==> config.mk <==
export PLATFORM = sky130hd
export DESIGN_NAME = srf_reply_formatter
export DESIGN_NICKNAME = d
export VERILOG_FILES = /design/src/pkg/srf_pkg.sv /design/src/hdl/srf_reply_formatter.sv /design/src/hdl/srf_hex_digit.sv /design/src/hdl/srf_error_word.sv
export SDC_FILE = /design/constraint.sdc
export NUM_CORES = 1
export LEC_CHECK = 0
export ABC_AREA = 1
export BUFFER_PORTS_ARGS = -buffer_cell sky130_fd_sc_hd__buf_2
export CORE_MARGIN = 5
export CORE_UTILIZATION = 60
export DETAILED_ROUTE_END_ITERATION = 8
export GPL_TIMING_DRIVEN = 0
export PLACE_DENSITY = 0.88
export SLEW_MARGIN = 15
export SYNTH_ARGS = -nofsm -noshare
export SYNTH_HDL_FRONTEND = slang
export SYNTH_SLANG_ARGS = --single-unit
==> constraint.sdc <==
create_clock -name clk -period 6.9 [get_ports clk]
set_clock_uncertainty 0.15 [all_clocks]
set_input_delay 1.38 -clock clk [delete_from_list [all_inputs] [get_ports clk]]
set_output_delay 1.38 -clock clk [all_outputs]
set_load 0.02 [all_outputs]
==> src/pkg/srf_pkg.sv <==
// Package for the sensor reply formatter: character codes, field layouts,
// error word bit positions and the request/character carriers.
// Assumes the importing modules run on one clock with an active high reset.
package srf_pkg;

  // ------------------------------------------------------------------
  // Character codes
  // ------------------------------------------------------------------
  localparam logic [7:0] SRF_CHAR_CR     = 8'h0_D;  // Message delimiter
  localparam logic [7:0] SRF_CHAR_SPACE  = 8'h2_0;  // Field separator
  localparam logic [7:0] SRF_CHAR_HYPHEN = 8'h2_D;  // Serial number separator
  localparam logic [7:0] SRF_CHAR_MINUS  = 8'h2_D;  // Negative sign
  localparam logic [7:0] SRF_CHAR_ZERO   = 8'h3_0;  // Digit zero
  localparam logic [7:0] SRF_CHAR_UPA    = 8'h4_1;  // Upper case A
  localparam logic [7:0] SRF_CHAR_UPC    = 8'h4_3;  // Letter C, degrees
  localparam logic [7:0] SRF_CHAR_UPI    = 8'h4_9;  // Letter I, skipped in months
  localparam logic [7:0] SRF_CHAR_UPL    = 8'h4_C;  // Letter L of the prefix
  localparam logic [7:0] SRF_CHAR_UPR    = 8'h5_2;  // Letter R of the prefix
  localparam logic [7:0] SRF_CHAR_EQUAL  = 8'h3_D;  // Prefix terminator
  localparam logic [7:0] SRF_CHAR_UPZ    = 8'h5_A;  // Upper case Z

  // ------------------------------------------------------------------
  // Error word layout
  // ------------------------------------------------------------------
  localparam int SRF_ERR_WIDTH       = 16;
  localparam int SRF_ERR_UNCAL_BIT   = 0;
  localparam int SRF_ERR_TIDX_OVF    = 1;
  localparam int SRF_ERR_TIDX_RNG    = 2;
  localparam int SRF_ERR_PIDX_RNG    = 3;
  localparam int SRF_ERR_CALC_LO     = 1;
  localparam int SRF_ERR_CALC_HI     = 7;
  localparam int SRF_ERR_PWL_OVF     = 5;
  localparam int SRF_ERR_SCALE_OVF   = 6;
  localparam int SRF_ERR_HIRES_OVF   = 7;
  localparam int SRF_ERR_LIMIT_BIT   = 8;
  localparam int SRF_ERR_RSVD_LO     = 9;
  localparam logic [15:0] SRF_ERR_RESET   = 16'h0000;
  localparam logic [15:0] SRF_OUT_FAULT   = 16'h8000;  // Forced output on fault
  localparam logic [15:0] SRF_OUT_RESET   = 16'h0000;
  localparam logic [7:0]  SRF_CALC_MASK   = 8'hFE;     // Bits 1..7 of the low byte

  // ------------------------------------------------------------------
  // Serial number layout and field limits
  // ------------------------------------------------------------------
  localparam int SRF_SN_LEN       = 12;
  localparam int SRF_SN_HYPHEN_A  = 4;   // Index of first hyphen
  localparam int SRF_SN_HYPHEN_B  = 7;   // Index of second hyphen
  localparam logic [3:0] SRF_YEAR_MAX  = 4'h9;
  localparam logic [3:0] SRF_MONTH_MIN = 4'h1;
  localparam logic [3:0] SRF_MONTH_MAX = 4'hC;
  localparam logic [3:0] SRF_MONTH_SKIP = 4'h9;  // From September the I is skipped
  localparam logic [2:0] SRF_SLOT_MIN  = 3'h1;
  localparam logic [2:0] SRF_SLOT_MAX  = 3'h5;
  localparam logic [3:0] SRF_POS_MIN   = 4'h1;
  localparam logic [3:0] SRF_POS_MAX   = 4'hF;
  localparam logic [4:0] SRF_BATCH_MAX = 5'h19;  // Z is letter 25 from A

  // ------------------------------------------------------------------
  // Reply kinds and carriers
  // ------------------------------------------------------------------
  typedef enum logic [1:0] {
    SRF_REPLY_READING = 2'b00,  // Reading prefix, output, error word
    SRF_REPLY_SERIAL  = 2'b01,  // Serial number string
    SRF_REPLY_TEMP    = 2'b10   // Temperature range string
  } srf_kind_t;

  // Serial number fields, binary coded
  typedef struct packed {
    logic [3:0] year;      // 0..9
    logic [3:0] month;     // 1..12
    logic [7:0] day;       // Two BCD digits
    logic [7:0] lot;       // Two BCD digits
    logic [4:0] batch;     // 0..25 = A..Z
    logic [2:0] slot;      // 1..5
    logic [3:0] position;  // 1..15
  } srf_serial_t;

  // Compensated temperature range, signed degrees
  typedef struct packed {
    logic signed [7:0] low;
    logic signed [7:0] high;
  } srf_temp_t;

  // One reply request
  typedef struct packed {
    srf_kind_t   kind;
    logic        addressed;  // Command carried a serial number
    srf_serial_t addrSerial; // Serial number in the command
  } srf_req_t;

  // One outgoing character
  typedef struct packed {
    logic       valid;
    logic [7:0] data;
    logic       last;
  } srf_char_t;

  localparam int SRF_MAX_LEN = 14;  // One above the longest reply, 13 characters with delimiter

endpackage

==> src/hdl/srf_reply_formatter.sv <==
// Sensor reply formatter top: takes a reply request and streams the ASCII
// reply one character per cycle, or nothing on an address mismatch.
// Assumes requests, flags and identity fields come from same-clock logic
// and the sink takes one character per cycle when charReady is high.
//
// Overview of operation
// RL1 - Error word sent as four hex digits
// RL2 - Bit 0 flags missing factory compensation
// RL3 - Bits 1-7 flag computational faults
// RL4 - Over range clamps output, sets bit 8
// RL5 - Bits 9-15 reserved, no meaning
// RL6 - Other faults force output to 8000
// RL7 - Serial number twelve characters, two hyphens
// RL8 - Month letters A to M skipping I
// RL9 - Serial fields kept within their ranges
// RL10 - Mismatched addressed serial gives silence
// RL11 - Temperature reply: low, space, high, space, C
// RL12 - Reading reply: prefix, output, space, error
// RL13 - Every reply ends with carriage return
// RL14 - Upper case hex, reserved bits zero
`timescale 1ns/1ps
`default_nettype none
module srf_reply_formatter
  import srf_pkg::*;
(
  input  wire logic        clk,          // System clock, 125 MHz
  input  wire logic        rst,          // Async reset, active high
  input  wire logic        reqValid,     // Request strobe
  input  wire srf_req_t    req,          // Request contents
  input  wire srf_serial_t ownSerial,    // Device serial number
  input  wire srf_temp_t   tempRange,    // Compensated range
  input  wire logic        uncal,        // Not compensated
  input  wire logic [6:0]  calcFault,    // Computational faults
  input  wire logic        overRange,    // Pressure beyond range
  input  wire logic        overHigh,     // High side when set
  input  wire logic [15:0] rawOutput,    // Converted pressure
  input  wire logic [15:0] limitHigh,    // Upper clamp
  input  wire logic [15:0] limitLow,     // Lower clamp
  input  wire logic        charReady,    // Sink accepts character
  output var  logic        reqReady,     // Idle, request taken
  output var  srf_char_t   charOut,      // Outgoing character
  output var  logic        serialBad     // Own serial out of range
);

  // ------------------------------------------------------------------
  // Declarations
  // ------------------------------------------------------------------
  typedef enum logic [1:0] {
    SRF_IDLE = 2'b00,  // Waiting for a request
    SRF_SEND = 2'b01   // Streaming characters
  } srf_state_t;

  srf_state_t  state_ff;                // Sequencer state
  srf_kind_t   kind_ff;                 // Reply being sent
  logic [3:0]  index_ff;                // Character position
  logic [15:0] errSnap_ff;              // Error word held for the reply
  logic [15:0] outSnap_ff;              // Output held for the reply
  logic [15:0] errWord;                 // Live error word
  logic [15:0] outWord;                 // Live output value
  logic [7:0]  hexChar [4];             // Encoded hex digits
  logic [3:0]  hexNib  [4];             // Nibble per digit
  logic [7:0]  nxt_char;                // Character at index
  logic        nxt_last;                // Final character flag
  logic        match;                   // Addressed serial matches
  logic [7:0]  monthChar;               // Month letter
  logic [7:0]  tempChars [8];           // Temperature reply text
  logic [3:0]  tempLen;                 // Temperature reply length

  // ------------------------------------------------------------------
  // Error word and output value
  // ------------------------------------------------------------------
  srf_error_word u_err (
    .clk       (clk),
    .rst       (rst),
    .uncal     (uncal),
    .calcFault (calcFault),
    .overRange (overRange),
    .overHigh  (overHigh),
    .rawOutput (rawOutput),
    .limitHigh (limitHigh),
    .limitLow  (limitLow),
    .errWord   (errWord),
    .outWord   (outWord)
  );

  // ------------------------------------------------------------------
  // Hex encoders
  // ------------------------------------------------------------------
  // Shared by both four-digit fields; index picks the word
  generate
    for (genvar g = 0; g < 4; g++)
    begin : gen_hex
      srf_hex_digit u_hex (
        .nibble (hexNib[g]),
        .ascii  (hexChar[g])
      );
    end
  endgenerate

  // Output digits at 3..6, error digits at 8..11; most significant first
  always_comb
  begin
    for (int k = 0; k < 4; k++)
    begin
      if (index_ff < 4'd8)
      begin
        hexNib[k] = outSnap_ff[15 - 4*k -: 4];  // RL1
      end
      else
      begin
        hexNib[k] = errSnap_ff[15 - 4*k -: 4];  // RL1
      end
    end
  end

  // ------------------------------------------------------------------
  // Address match and field checks
  // ------------------------------------------------------------------
  assign match = !req.addressed || (req.addrSerial == ownSerial);  // RL10

  // Month letter, I skipped from September on
  always_comb
  begin
    if (ownSerial.month >= SRF_MONTH_SKIP)
    begin
      monthChar = SRF_CHAR_UPA + {4'h0, ownSerial.month};  // RL8
    end
    else
    begin
      monthChar = SRF_CHAR_UPA + {4'h0, ownSerial.month - SRF_MONTH_MIN};  // RL8
    end
  end

  // Flag an identity that cannot be printed correctly
  always_ff @(posedge clk or posedge rst)
  begin
    if (rst)
    begin
      serialBad <= 1'b0;
    end
    else
    begin
      serialBad <= (ownSerial.year > SRF_YEAR_MAX)          // RL9
                || (ownSerial.month < SRF_MONTH_MIN)
                || (ownSerial.month > SRF_MONTH_MAX)
                || (ownSerial.batch > SRF_BATCH_MAX)
                || (ownSerial.slot < SRF_SLOT_MIN)
                || (ownSerial.slot > SRF_SLOT_MAX)
                || (ownSerial.position < SRF_POS_MIN);
    end
  end

  // ------------------------------------------------------------------
  // Temperature text
  // ------------------------------------------------------------------
  // Two digit magnitudes only; a three digit range would need more slots
  function automatic logic [15:0] srf_dec2(input logic signed [7:0] v);
    logic [7:0] mag;
    mag = v[7] ? 8'(-v) : v;
    srf_dec2 = {SRF_CHAR_ZERO + 8'(mag / 8'd10), SRF_CHAR_ZERO + 8'(mag % 8'd10)};
  endfunction

  always_comb
  begin
    logic [15:0] lo;
    logic [15:0] hi;
    lo = srf_dec2(tempRange.low);
    hi = srf_dec2(tempRange.high);
    tempChars[0] = tempRange.low[7] ? SRF_CHAR_MINUS : SRF_CHAR_SPACE;
    tempChars[1] = lo[15:8];
    tempChars[2] = lo[7:0];
    tempChars[3] = SRF_CHAR_SPACE;  // RL11
    tempChars[4] = hi[15:8];
    tempChars[5] = hi[7:0];
    tempChars[6] = SRF_CHAR_SPACE;  // RL11
    tempChars[7] = SRF_CHAR_UPC;    // RL11
    tempLen = 4'd8;
  end

  // ------------------------------------------------------------------
  // Character selection
  // ------------------------------------------------------------------
  always_comb
  begin
    nxt_char = SRF_CHAR_CR;
    nxt_last = 1'b0;
    unique case (kind_ff)
      SRF_REPLY_READING:
      begin
        // Prefix, output, space, error word, delimiter
        unique case (index_ff)
          4'd0:  nxt_char = SRF_CHAR_UPR;    // RL12
          4'd1:  nxt_char = SRF_CHAR_UPL;    // RL12
          4'd2:  nxt_char = SRF_CHAR_EQUAL;  // RL12
          4'd3:  nxt_char = hexChar[0];
          4'd4:  nxt_char = hexChar[1];
          4'd5:  nxt_char = hexChar[2];
          4'd6:  nxt_char = hexChar[3];
          4'd7:  nxt_char = SRF_CHAR_SPACE;  // RL12
          4'd8:  nxt_char = hexChar[0];
          4'd9:  nxt_char = hexChar[1];
          4'd10: nxt_char = hexChar[2];
          4'd11: nxt_char = hexChar[3];
          default:
          begin
            nxt_char = SRF_CHAR_CR;  // RL13
            nxt_last = 1'b1;
          end
        endcase
      end
      SRF_REPLY_SERIAL:
      begin
        // YMDD-NN-BSPP then delimiter
        unique case (index_ff)
          4'd0:  nxt_char = SRF_CHAR_ZERO + {4'h0, ownSerial.year};  // RL7
          4'd1:  nxt_char = monthChar;  // RL7
          4'd2:  nxt_char = SRF_CHAR_ZERO + {4'h0, ownSerial.day[7:4]};
          4'd3:  nxt_char = SRF_CHAR_ZERO + {4'h0, ownSerial.day[3:0]};
          4'd4:  nxt_char = SRF_CHAR_HYPHEN;  // RL7
          4'd5:  nxt_char = SRF_CHAR_ZERO + {4'h0, ownSerial.lot[7:4]};
          4'd6:  nxt_char = SRF_CHAR_ZERO + {4'h0, ownSerial.lot[3:0]};
          4'd7:  nxt_char = SRF_CHAR_HYPHEN;  // RL7
          4'd8:  nxt_char = SRF_CHAR_UPA + {3'h0, ownSerial.batch};  // RL9
          4'd9:  nxt_char = SRF_CHAR_ZERO + {5'h00, ownSerial.slot};  // RL9
          4'd10: nxt_char = SRF_CHAR_ZERO + {4'h0, 4'(ownSerial.position / 4'd10)};
          4'd11: nxt_char = SRF_CHAR_ZERO + {4'h0, 4'(ownSerial.position % 4'd10)};
          default:
          begin
            nxt_char = SRF_CHAR_CR;  // RL13
            nxt_last = 1'b1;
          end
        endcase
      end
      default:
      begin
        // Temperature range text then delimiter
        if (index_ff < tempLen)
        begin
          nxt_char = tempChars[index_ff[2:0]];
        end
        else
        begin
          nxt_char = SRF_CHAR_CR;  // RL13
          nxt_last = 1'b1;
        end
      end
    endcase
  end

  // ------------------------------------------------------------------
  // Sequencer
  // ------------------------------------------------------------------
  // Snapshots keep one reply consistent while flags move
  always_ff @(posedge clk or posedge rst)
  begin
    if (rst)
    begin
      state_ff   <= SRF_IDLE;
      kind_ff    <= SRF_REPLY_READING;
      index_ff   <= 4'h0;
      errSnap_ff <= SRF_ERR_RESET;
      outSnap_ff <= SRF_OUT_RESET;
    end
    else
    begin
      unique case (state_ff)
        SRF_IDLE:
        begin
          if (reqValid && match)
          begin
            state_ff   <= SRF_SEND;
            kind_ff    <= req.kind;
            index_ff   <= 4'h0;
            errSnap_ff <= errWord;
            outSnap_ff <= outWord;
          end
          // Mismatch: request dropped, line left silent  RL10
        end
        SRF_SEND:
        begin
          if (!charOut.valid || charReady)
          begin
            if (nxt_last)
            begin
              state_ff <= SRF_IDLE;
            end
            else
            begin
              index_ff <= index_ff + 4'h1;
            end
          end
        end
      endcase
    end
  end

  // ------------------------------------------------------------------
  // Output register
  // ------------------------------------------------------------------
  always_ff @(posedge clk or posedge rst)
  begin
    if (rst)
    begin
      charOut  <= '0;
      reqReady <= 1'b0;
    end
    else
    begin
      reqReady <= (state_ff == SRF_IDLE) && !reqValid;
      if (charOut.valid && !charReady)
      begin
        charOut <= charOut;  // Held under back-pressure
      end
      else if (state_ff == SRF_SEND)
      begin
        charOut <= '{valid: 1'b1, data: nxt_char, last: nxt_last};
      end
      else
      begin
        charOut <= '0;
      end
    end
  end

endmodule
`default_nettype wire

==> src/hdl/srf_hex_digit.sv <==
// Hex digit encoder: one nibble to one upper case ASCII character.
// Pure combinational; used by the reply sequencer for every hex field.
`timescale 1ns/1ps
`default_nettype none
module srf_hex_digit
  import srf_pkg::*;
(
  input  wire logic [3:0] nibble,  // Value 0..15
  output var  logic [7:0] ascii    // Character 0-9, A-F
);

  // ------------------------------------------------------------------
  // Encoding
  // ------------------------------------------------------------------
  // Letters are upper case only, hosts compare literally
  always_comb
  begin
    if (nibble < 4'hA)
    begin
      ascii = SRF_CHAR_ZERO + {4'h0, nibble};
    end
    else
    begin
      ascii = SRF_CHAR_UPA + {4'h0, nibble - 4'hA};  // RL14
    end
  end

endmodule
`default_nettype wire

==> src/hdl/srf_error_word.sv <==
// Error word builder: packs fault flags into the 16-bit error word and
// chooses the reported output value.
// Assumes flags are levels from logic on the same clock.
`timescale 1ns/1ps
`default_nettype none
module srf_error_word
  import srf_pkg::*;
(
  input  wire logic        clk,         // System clock
  input  wire logic        rst,         // Async reset, active high
  input  wire logic        uncal,       // Not factory compensated
  input  wire logic [6:0]  calcFault,   // Faults on bits 1..7, bit 4 unused
  input  wire logic        overRange,   // Pressure beyond range
  input  wire logic        overHigh,    // Beyond high side when set
  input  wire logic [15:0] rawOutput,   // Converted pressure
  input  wire logic [15:0] limitHigh,   // Upper clamp value
  input  wire logic [15:0] limitLow,    // Lower clamp value
  output var  logic [15:0] errWord,     // Packed error word
  output var  logic [15:0] outWord      // Reported output value
);

  logic [15:0] nxt_errWord;  // Next error word
  logic [15:0] nxt_outWord;  // Next output value

  // ------------------------------------------------------------------
  // Packing
  // ------------------------------------------------------------------
  // Reserved field and the unused bit 4 held at zero
  always_comb
  begin
    nxt_errWord = SRF_ERR_RESET;  // RL5 RL14
    nxt_errWord[SRF_ERR_UNCAL_BIT] = uncal;  // RL2
    nxt_errWord[SRF_ERR_TIDX_OVF]  = calcFault[0];  // RL3
    nxt_errWord[SRF_ERR_TIDX_RNG]  = calcFault[1];  // RL3
    nxt_errWord[SRF_ERR_PIDX_RNG]  = calcFault[2];  // RL3
    nxt_errWord[SRF_ERR_PWL_OVF]   = calcFault[4];  // RL3
    nxt_errWord[SRF_ERR_SCALE_OVF] = calcFault[5];  // RL3
    nxt_errWord[SRF_ERR_HIRES_OVF] = calcFault[6];  // RL3
    nxt_errWord[SRF_ERR_LIMIT_BIT] = overRange;  // RL4
  end

  // Fault forces the marker; range limit alone clamps instead
  always_comb
  begin
    if (|nxt_errWord[SRF_ERR_CALC_HI:SRF_ERR_UNCAL_BIT])
    begin
      nxt_outWord = SRF_OUT_FAULT;  // RL6
    end
    else if (overRange)
    begin
      nxt_outWord = overHigh ? limitHigh : limitLow;  // RL4
    end
    else
    begin
      nxt_outWord = rawOutput;
    end
  end

  // ------------------------------------------------------------------
  // Registers
  // ------------------------------------------------------------------
  always_ff @(posedge clk or posedge rst)
  begin
    if (rst)
    begin
      errWord <= SRF_ERR_RESET;
      outWord <= SRF_OUT_RESET;
    end
    else
    begin
      errWord <= nxt_errWord;  // RL1
      outWord <= nxt_outWord;
    end
  end

endmodule
`default_nettype wire

==> reports/results.tsv, run 1 <==
metric	value	unit
Tmin final	6060	ps
syn avg cell area	6.39	um^2
multi-input logic area	4270	um^2
critical path class	input pin to register	
clock buffer depth	2	
Initial Utilization	61.5	%
vias in the first global route	6889	
routed len/inst	13.5	um
static leakage	4.40	nW
Die Area	13400	um^2
relative slew slack	38.6	%
yosys warns	0	
synthesized area	6700	um^2
Worst Setup Start Kind	input pin	
Post-CTS Setup Bufs	0	
Crit path arrival time	6170	ps
CTS H-tree lvls	3	
largest net degree at the start of global routing	66	
post-route setup TNS	0	ps
GPL Wtd Cong	0.984	
NumNets Final	1411	
max cap viols	0	
global-route wire length before repair	30100	um
CP max stage cell	ha_1	
Hold Crit Start	u_err.outWord[1]	
critical path's largest stage delay	300	ps
Top FF cell, synth	dfrtp_1	
Die W	116	um
clk sinks	67	
initial antenna violation count	0	
GRT Total Usage	27.5	%
FMAX	165	MHz
worst hold stages	2	
IO buf count	162	
Core Util, Final	72.9	%
P&R area growth vs syn	18.6	%
worst flop-to-flop path endpoint	charOut[3]	
FF/Latch Area	1680	um^2
drt initial violations	486	
most frequent cell after synthesis	nand2_1	
clock latency at the later pin of the worst-skew pair	340	ps
# setup viols final	0	
Synth Net Count	1237	
reg-to-reg slack, setup	3590	ps
final critical-path share of the clock period	87.9	%
Seq/Total Area, Yosys	25.0	%
Fin Hold WS	295	ps
Worst Path Buf+Inv	8	
clk slew on worst S/H paths	80	ps
Worst Path Required	7010	ps
CTS tree	done	
Final Hold Viols	0	
Top cell by count, worst path	nand2_1	
delay-heaviest family, CP	simple AND/OR/NAND/NOR gates	
io pins	165	
Num CTS Buffers	9	
asr flop ratio synth	100	%
Final HPWL DP	15400	um
HP Class	register to register	
cts hold-fix bufs	0	
root buffer cell	clkbuf_8	
r2r startpoint	index_ff[3]	
outcome	finished, final reports clean	
Pins Over Slew Limit	0	
critical path peak fanout	6	
Hold Crit Endpoint	outSnap_ff[1]	
Routed WL	18500	um
Commonest cells post-synth	nand2_1, inv_1, o21ai_0, nor2_1, dfrtp_1	
core box area	10900	um^2
R2R depth	15	
maximum vdd drop	0.163	mV
number of enable flip-flop cells after synthesis	0	
vias	7399	
row count	38	
number of library cell types mapped by synthesis	51	
Via density	5.41	
antenna fix cells	0	
Vert. Die Dim	116	um
CP endpoint kind	register	
FF+latch count, synth	67	
Synth area leader	dfrtp_1	
drc violations	0	
gr ovfl total	0	
PostCTS Resize Cnt	0	
DRT antenna net count	0	
number of iterations in the first detailed-routing pass	6	
top cell type's share of synthesized area	25.0	%
Slew @ Worst Pin	913	ps
Cell Pwr Density	263	nW/um^2
main area contributors after synthesis	dfrtp_1, nand2_1, inv_1	
unrepaired setup endpoints after global routing	no	
Cells after Synth	1048	
ratio of cells with drive above 1 in the final layout	21.6	%
# fillers	924	
## through the flow
step | setup slack, ps | cells | power [mW] | cell area, um^2
2_1_floorplan | 1450 | 1048 | 1.38 | 6700
3_3_place_gp | 727 | 1350 | 1.67 | 7680
3_5_place_dp | 595 | 1351 | 1.70 | 7710
4_1_cts | 915 | 1367 | 2.07 | 7940
5_1_grt | 408 | 1367 | 2.26 | 7940
6_report | 835 | 1367 | 2.08 | 7940
## worst max-delay path by stage
| stage | start | end | cells past startpoint |
|---|---|---|---|
| after CTS | tempRange[8] | charOut[6] | 41 |
| final | tempRange[8] | charOut[6] | 41 |
| after floorplan | tempRange[8] | charOut[6] | 40 |
| after global placement | tempRange[8] | charOut[6] | 41 |
| after global routing | tempRange[8] | charOut[6] | 41 |
| after detailed placement | tempRange[8] | charOut[6] | 41 |
## power breakdown
group / internal, mW / total (mW) / switching, mW / leakage, nW
Clock: 0.213 / 0.367 / 0.154 / 0.108
Sequential: 0.467 / 0.520 / 0.0530 / 0.866
Combinational: 0.412 / 1.20 / 0.786 / 3.43
## cell usage in the layout (no fill, tap or decap), drive strengths merged, types with 2 or more instances in the layout
cell / synthesis / final
a221o: 2 / 2
o21ai: 105 / 105
o22ai: 2 / 2
dfrtp: 67 / 67
or2: 9 / 9
clkbuf: 14 / 24
inv: 179 / 179
o211ai: 5 / 5
clkinvlp: 0 / 2
nor3: 4 / 4
nand3b: 2 / 2
nand4: 20 / 20
clkinv: 1 / 3
ha: 36 / 36
a211oi: 2 / 2
nor2: 97 / 97
o41ai: 3 / 3
buf: 3 / 166
nor4: 7 / 7
bufinv: 0 / 2
a32oi: 2 / 2
o2111ai: 9 / 9
nand2: 319 / 319
xnor2: 22 / 22
a21oi: 27 / 27
a2111oi: 5 / 5
a31oi: 2 / 2
a221oi: 4 / 4
nand3: 80 / 80
o21bai: 2 / 2
xor2: 11 / 11
## routing by layer
metal  vias up  wire length, um  global-route usage (%)
li1       3743                -                       -
met1      3263             7830                    35.7
met2       344             8220                    46.0
met3        49             1800                    4.44
met4         0              635                    11.0
met5         -                0                       0
## final cells by class
class | instances | area share [%]
clock inverter | 6 | 1.12
timing repair buffer | 163 | 10.6
clock buffer | 10 | 1.73
tap | 140 | 2.21
sequential | 67 | 21.1
multi-input combinational | 784 | 53.8
buffer | 17 | 0.961
inverter | 180 | 8.54
## state kept, by name (all words and copies together) (netlist names)
register,cells
charOut,10
index_ff,4
errSnap_ff,8
serialBad,1
u_err.errWord,8
outSnap_ff,16
reqReady,1
u_err.outWord,16
state_ff,1
kind_ff,2
## worst reg2reg max path: stages, from the launching register on
cell       delay, ps
dfrtp_1          320
clkbuf_1         260
clkbuf_1         370
buf_1            390
nand2_1          100
o21ai_0          180
inv_1            150
ha_1             240
xor2_1           150
nor2_1            70
a2111oi_0        350
o2111ai_1        170
nand2_1           90
a21oi_1           70
nand2_1           90
nand2_1           50
## cell families (layout without fill, tap and decap cells)
family | Yosys count | in the layout | share of synthesized area [%]
AND/OR/NAND/NOR | 539 | 539 | 37.0
buffers and inverters | 197 | 376 | 11.2
adder cells (fa/ha/maj) | 36 | 36 | 6.73
AO/OA/AOI/OAI | 176 | 176 | 15.6
XOR/XNOR | 33 | 33 | 4.43
flip-flops | 67 | 67 | 25.0
Note: power is estimated with default switching activity, not from simulation.
==> run 2: changes to the inputs <==
--- a/config.mk
+++ b/config.mk
@@ -11,7 +11,7 @@
 export CORE_UTILIZATION = 60
 export DETAILED_ROUTE_END_ITERATION = 8
 export GPL_TIMING_DRIVEN = 0
-export PLACE_DENSITY = 0.88
+export PLACE_DENSITY_LB_ADDON = 0.05
 export SLEW_MARGIN = 15
 export SYNTH_ARGS = -nofsm -noshare
 export SYNTH_HDL_FRONTEND = slang
==> constraint.sdc (replaced) <==
create_clock -name clk -period 6.9 [get_ports clk]
set_clock_uncertainty 0.15 [all_clocks]
set_input_delay 0 -clock clk [delete_from_list [all_inputs] [get_ports clk]]
set_output_delay 0 -clock clk [all_outputs]
set_load 0.02 [all_outputs]
==> run 2 against run 1 <==
Via count increased by 4.1%. Core utilization increased by 4.7 points. Cell area grew 6.5%. Clock-buffer cell count is the same. Cell count up 3.7%. Sequential power hardly changed. Critical endpoint unchanged.
==> reports/results.tsv, run 2 (synthesis gave the netlist of run 1 again) <==
metric	value	unit
outcome	finished, final reports clean	
Top cell by count, worst path	nand2_1	
number of iterations in the first detailed-routing pass	5	
Cell Pwr Density	254	nW/um^2
largest net degree at the start of global routing	55	
IO buf count	162	
max cap viols	0	
ratio of cells with drive above 1 in the final layout	20.8	%
Core Util, Final	77.6	%
relative slew slack	52.6	%
most common cell after layout, fill and taps aside	nand2_1	
FF/Latch Area	1680	um^2
global-route wire length before repair	33900	um
maximum vdd drop	0.159	mV
core box area	10900	um^2
critical path's largest stage delay	310	ps
DRT antenna net count	0	
Num CTS Buffers	9	
Pins Over Slew Limit	0	
reg-to-reg slack, setup	3340	ps
CTS tree	done	
clock buffer depth	2	
Final Hold Viols	0	
Slew @ Worst Pin	706	ps
cts hold-fix bufs	50	
critical path peak fanout	6	
Crit path arrival time	4750	ps
CTS H-tree lvls	3	
r2r startpoint	index_ff[3]	
drt initial violations	590	
static leakage	4.62	nW
Initial Utilization	61.5	%
antenna fix cells	0	
root buffer cell	clkbuf_8	
# fillers	814	
worst flop-to-flop path endpoint	charOut[3]	
post-route setup TNS	0	ps
clk sinks	67	
worst setup path endpoint	charOut[6]	
drc violations	0	
GPL Wtd Cong	0.973	
delay-heaviest family, CP	simple AND/OR/NAND/NOR gates	
Worst Path Buf+Inv	8	
clk slew on worst S/H paths	80	ps
io pins	165	
HP Class	input pin to register	
final critical-path share of the clock period	67.1	%
CP max stage cell	ha_1	
Die W	116	um
Worst Setup Start Kind	input pin	
initial antenna violation count	0	
vias	7705	
Worst Path Required	7020	ps
row count	38	
routed len/inst	14.6	um
Tmin final	4630	ps
clock latency at the later pin of the worst-skew pair	350	ps
gr ovfl total	0	
largest registers	outSnap_ff x16, u_err.outWord x16, charOut x10	
Final HPWL DP	15100	um
# setup viols final	0	
Post-Layout Cell Count	1417	
NumNets Final	1461	
vias in the first global route	7356	
Routed WL	20700	um
P&R area growth vs syn	26.2	%
Die Area	13400	um^2
FMAX	216	MHz
R2R depth	15	
dpl cell area	7710	um^2
PostCTS Resize Cnt	0	
Placed Instances	1351	
critical path class	input pin to register	
CP Depth	41	
Worst Setup SP	tempRange[8]	
most frequent cells in the layout	nand2_1, inv_1, buf_2	
CP endpoint kind	register	
Via density	5.44	
unrepaired setup endpoints after global routing	no	
Vert. Die Dim	116	um
GRT Total Usage	31.2	%
fin area	8450	um^2
multi-input logic area	4280	um^2
Post-CTS Setup Bufs	0	
## run 2: changes by cell type in the layout (fill, tap and decap cells not counted), sizes merged
cell / before / now
inv: 179 / 181
clkinvlp: 2 / 0
dlygate4sd3: 0 / 50
## run 2: worst min-delay path by stage
| stage | endpoint | start | slack (ps) | depth (start not counted) |
|---|---|---|---|---|
| after global placement | u_err.errWord[0] | uncal | -30 | 1 |
| after CTS | charOut[4] | charReady | 20 | 5 |
| after detailed placement | charOut[0] | rst | -210 | 2 |
| after floorplan | u_err.errWord[0] | uncal | -120 | 0 |
| after global routing | charOut[4] | charReady | 60 | 5 |
| final | charOut[4] | charReady | 40 | 5 |
## run 2: final cells by class
cell class | instances | area share [%]
Clock inverter | 6 | 1.12
Clock buffer | 10 | 1.63
Timing Repair Buffer | 213 | 15.8
Inverter | 180 | 8.02
Tap cell | 140 | 2.07
Multi-Input combinational cell | 784 | 50.6
Buffer | 17 | 0.903
Sequential cell | 67 | 19.8
## run 2: worst register-to-register path: stages (launching register included)
cell,delay [ps]
dfrtp_1,320
clkbuf_1,260
clkbuf_1,350
buf_1,410
nand2_1,120
o21ai_0,190
inv_1,150
ha_1,230
xor2_1,140
nor2_1,70
a2111oi_0,490
o2111ai_1,220
nand2_1,110
a21oi_1,80
nand2_1,100
nand2_1,60
## run 2: per-layer routing
metal	routed length [um]	vias to the layer above	track usage, %
met2	9690	345	54.2
met5	0	-	0
met4	661	0	11.7
met1	8720	3459	39.1
met3	1670	58	5.33
li1	-	3843	-
## run 2: where the power goes
part	internal [mW]	leakage, nW	switching [mW]
Combinational	0.440	3.63	0.814
Sequential	0.467	0.866	0.0527
Clock	0.217	0.117	0.159
Total	1.12	4.62	1.03
## run 2: through the flow
step | total power [mW] | hold slack (ps) | setup slack [ps]
final | 2.15 | 36.6 | 2270
after global routing | 2.33 | 59.5 | 1840
after CTS | 2.12 | 23.4 | 2410
after detailed placement | 1.70 | -213 | 2050
after global placement | 1.68 | -27.6 | 2180
after floorplan | 1.38 | -119 | 2830
==> run 3: changes to the inputs <==
--- a/config.mk
+++ b/config.mk
@@ -5,10 +5,10 @@
 export SDC_FILE = /design/constraint.sdc
 export NUM_CORES = 1
 export LEC_CHECK = 0
-export ABC_AREA = 1
+export ABC_AREA = 0
 export BUFFER_PORTS_ARGS = -buffer_cell sky130_fd_sc_hd__buf_2
 export CORE_MARGIN = 5
-export CORE_UTILIZATION = 60
+export CORE_UTILIZATION = 51
 export DETAILED_ROUTE_END_ITERATION = 8
 export GPL_TIMING_DRIVEN = 0
 export PLACE_DENSITY_LB_ADDON = 0.05
==> constraint.sdc (replaced) <==
create_clock -name clk -period 3.94 [get_ports clk]
set_clock_uncertainty 0.15 [all_clocks]
set_input_delay 0 -clock clk [delete_from_list [all_inputs] [get_ports clk]]
set_output_delay 0 -clock clk [all_outputs]
set_load 0.02 [all_outputs]
==> run 3 against run 2 <==
The flow now finishes with violations (negative setup slack). Core utilization shrank 6.5 points. Sequential power is 87% higher. Register-to-register slack worse by 3100 ps. Global-route usage is 2.0 points lower. Combinational power is 90% higher. Area after synthesis increased by 8.7%. Sequential cell count is the same. Worst setup slack got worse by 2800 ps. First-iteration DRC count rose by 34%. Worst hold slack worse by 13 ps. Non-clock buffer count grew 69. Cell area is 17% higher. Critical path type unchanged. Critical endpoint is now charOut[7]. Highest routed layer unchanged.
==> reports/results.tsv, run 3 <==
metric	value	unit
outcome	complete, but fails checks	
violated checks	negative setup slack	
core box area	13900	um^2
most frequent cell after synthesis	nand2_1	
FF+latch count, synth	67	
CTS H-tree lvls	3	
r2r startpoint	index_ff[3]	
# setup viols final	2	
worst flop-to-flop path endpoint	charOut[4]	
clk sinks	67	
clock buffer depth	2	
Via density	6.11	
Pins Over Slew Limit	0	
Vert. Die Dim	129	um
GRT Total Usage	29.3	%
yosys warns	0	
max cap viols	0	
row count	43	
Placed Instances	1301	
maximum vdd drop	0.295	mV
syn avg cell area	7.55	um^2
static leakage	4.37	nW
Hold Crit Start	ownSerial[24]	
Final HPWL DP	18300	um
Worst Path Required	4060	ps
initial antenna violation count	0	
synthesized area	7280	um^2
IO buf count	156	
Die Area	16800	um^2
global-route wire length before repair	40100	um
antenna fix cells	0	
NumNets Final	1411	
CTS tree	done	
Seq/Total Area, Yosys	23.0	%
Die W	129	um
pre-CTS setup slack	-1410	ps
R2R depth	12	
vias	8592	
Routed WL	25300	um
Cell Pwr Density	421	nW/um^2
P&R area growth vs syn	36.0	%
largest net degree at the start of global routing	37	
final setup margin	-559	ps
root buffer cell	clkbuf_16	
vias in the first global route	8119	
asr flop ratio synth	100	%
largest registers	outSnap_ff x16, u_err.outWord x16, charOut x10	
Top FF cell, synth	dfrtp_1	
ratio of cells with drive above 1 in the final layout	25.2	%
DRT antenna net count	0	
Final Hold Viols	0	
Worst Setup Start Kind	input pin	
CP max stage cell	or4b_4	
Top cell by count, worst path	ha_4	
FMAX	222	MHz
clock latency at the later pin of the worst-skew pair	340	ps
drc violations	0	
number of library cell types mapped by synthesis	78	
routed len/inst	18.0	um
Hold Crit Endpoint	charOut[1]	
unrepaired setup endpoints after global routing	yes	
drt initial violations	789	
critical path's largest stage delay	480	ps
GPL Wtd Cong	0.958	
gr ovfl total	0	
HP Class	input pin to register	
Slew @ Worst Pin	928	ps
critical path peak fanout	5	
number of enable flip-flop cells after synthesis	0	
io pins	165	
delay-heaviest family, CP	simple AND/OR/NAND/NOR gates	
Critical Path, Cell by Cell	buf_12 -> clkinv_8 -> ha_4 -> or4b_4 -> o21ai_4 -> xnor2_4 -> inv_2 -> ha_4 -> nor3_4 -> or3_4 -> o21ai_4 -> ha_4 -> nand2_2 -> inv_2 -> o311a_4 -> or3b_4 -> nand2b_4 -> mux2_4 -> and2_4 -> ha_4 -> or4_1 -> a311o_1 -> a31oi_1	
most frequent cells in the layout	buf_2, nand2_1, dfrtp_1	
CP endpoint kind	register	
Post-Layout Cell Count	1407	
reg-to-reg slack, setup	210	ps
Synth area leader	dfrtp_1	
main area contributors after synthesis	dfrtp_1, nand2_1, ha_1	
top cell type's share of synthesized area	23.0	%
Initial Utilization	52.3	%
Crit path arrival time	4620	ps
clk slew on worst S/H paths	70	ps
number of iterations in the first detailed-routing pass	6	
relative slew slack	37.3	%
most common cell after layout, fill and taps aside	buf_2	
Worst Path Buf+Inv	4	
Tmin final	4500	ps
critical path class	input pin to register	
Commonest cells post-synth	nand2_1, nor2_1, dfrtp_1, clkbuf_1, o21ai_0	
final critical-path share of the clock period	114	%
worst hold stages	5	
Cells after Synth	964	
Num CTS Buffers	9	
Synth Net Count	1153	
[run 3: cell type report]
cell class	instances	area [um^2]
buffer	51	245
fill	1117	4030
sequential	67	1680
multi-input combinational	814	5660
tap	180	225
clock inverter	5	62.6
timing repair buffer	248	1640
inverter	31	149
clock buffer	11	243
[run 3: kinds of logic after synthesis]
logic type	after synthesis	share of synthesized area, %
AND/OR/NAND/NOR	415	28.4
XOR/XNOR	69	8.30
multiplexers	33	4.62
AO/OA/AOI/OAI	260	24.9
flip-flops	67	23.0
buffers and inverters	83	4.42
adder cells (fa/ha/maj)	37	6.32
[run 3: worst max path at each step]
stage | startpoint | endpoint | slack (ps) | cells after the start
after floorplan | tempRange[1] | charOut[7] | -730 | 22
after global placement | tempRange[7] | charOut[7] | -1430 | 25
after detailed placement | tempRange[7] | charOut[7] | -1410 | 25
after CTS | tempRange[0] | charOut[7] | -430 | 26
after global routing | tempRange[0] | charOut[7] | -760 | 26
final | tempRange[0] | charOut[7] | -560 | 23
[run 3: tightest hold or removal path: cells and delay by family]
kind,cells,cell delay [ps]
AOI/OAI and AO/OA,2,200
and+or+nand+nor,2,140
buffers and inverters,1,120
[run 3: metal layers]
metal	wire (um)	GRT usage, %
met1	10800	39.5
met2	11700	48.1
met3	2240	4.95
met4	640	9.23
met5	0	0
[run 3: where the power goes]
group	leakage (nW)	switching, mW	internal, mW
clock network	0.142	0.309	0.509
logic	3.36	1.44	0.936
registers	0.868	0.152	0.816
[run 3: timing repair]
action                                  4_1_cts  5_1_grt
resized for setup                            52       28
hold buffers                                 49        0
hold endpoints to repair                     99        0
endpoints found under the setup margin        7        5
buffers inserted                             31       11
pin swaps                                    25       22
[run 3: through the flow]
| step | util, % | area, um^2 | TNS (ps) | hold WS (ps) | total power, mW |
|---|---|---|---|---|---|
| final | 71.1 | 9910 | -811 | 23.5 | 4.17 |
| after global routing | 71.1 | 9910 | -1220 | 96.7 | 4.43 |
| after CTS | 69.7 | 9720 | -558 | 8.84 | 4.05 |
| after detailed placement | 60.8 | 8470 | -5210 | -108 | 3.11 |
| after global placement | 60.6 | 8450 | -5030 | -26.8 | 3.09 |
| after floorplan | - | 7440 | -1080 | -119 | 2.45 |
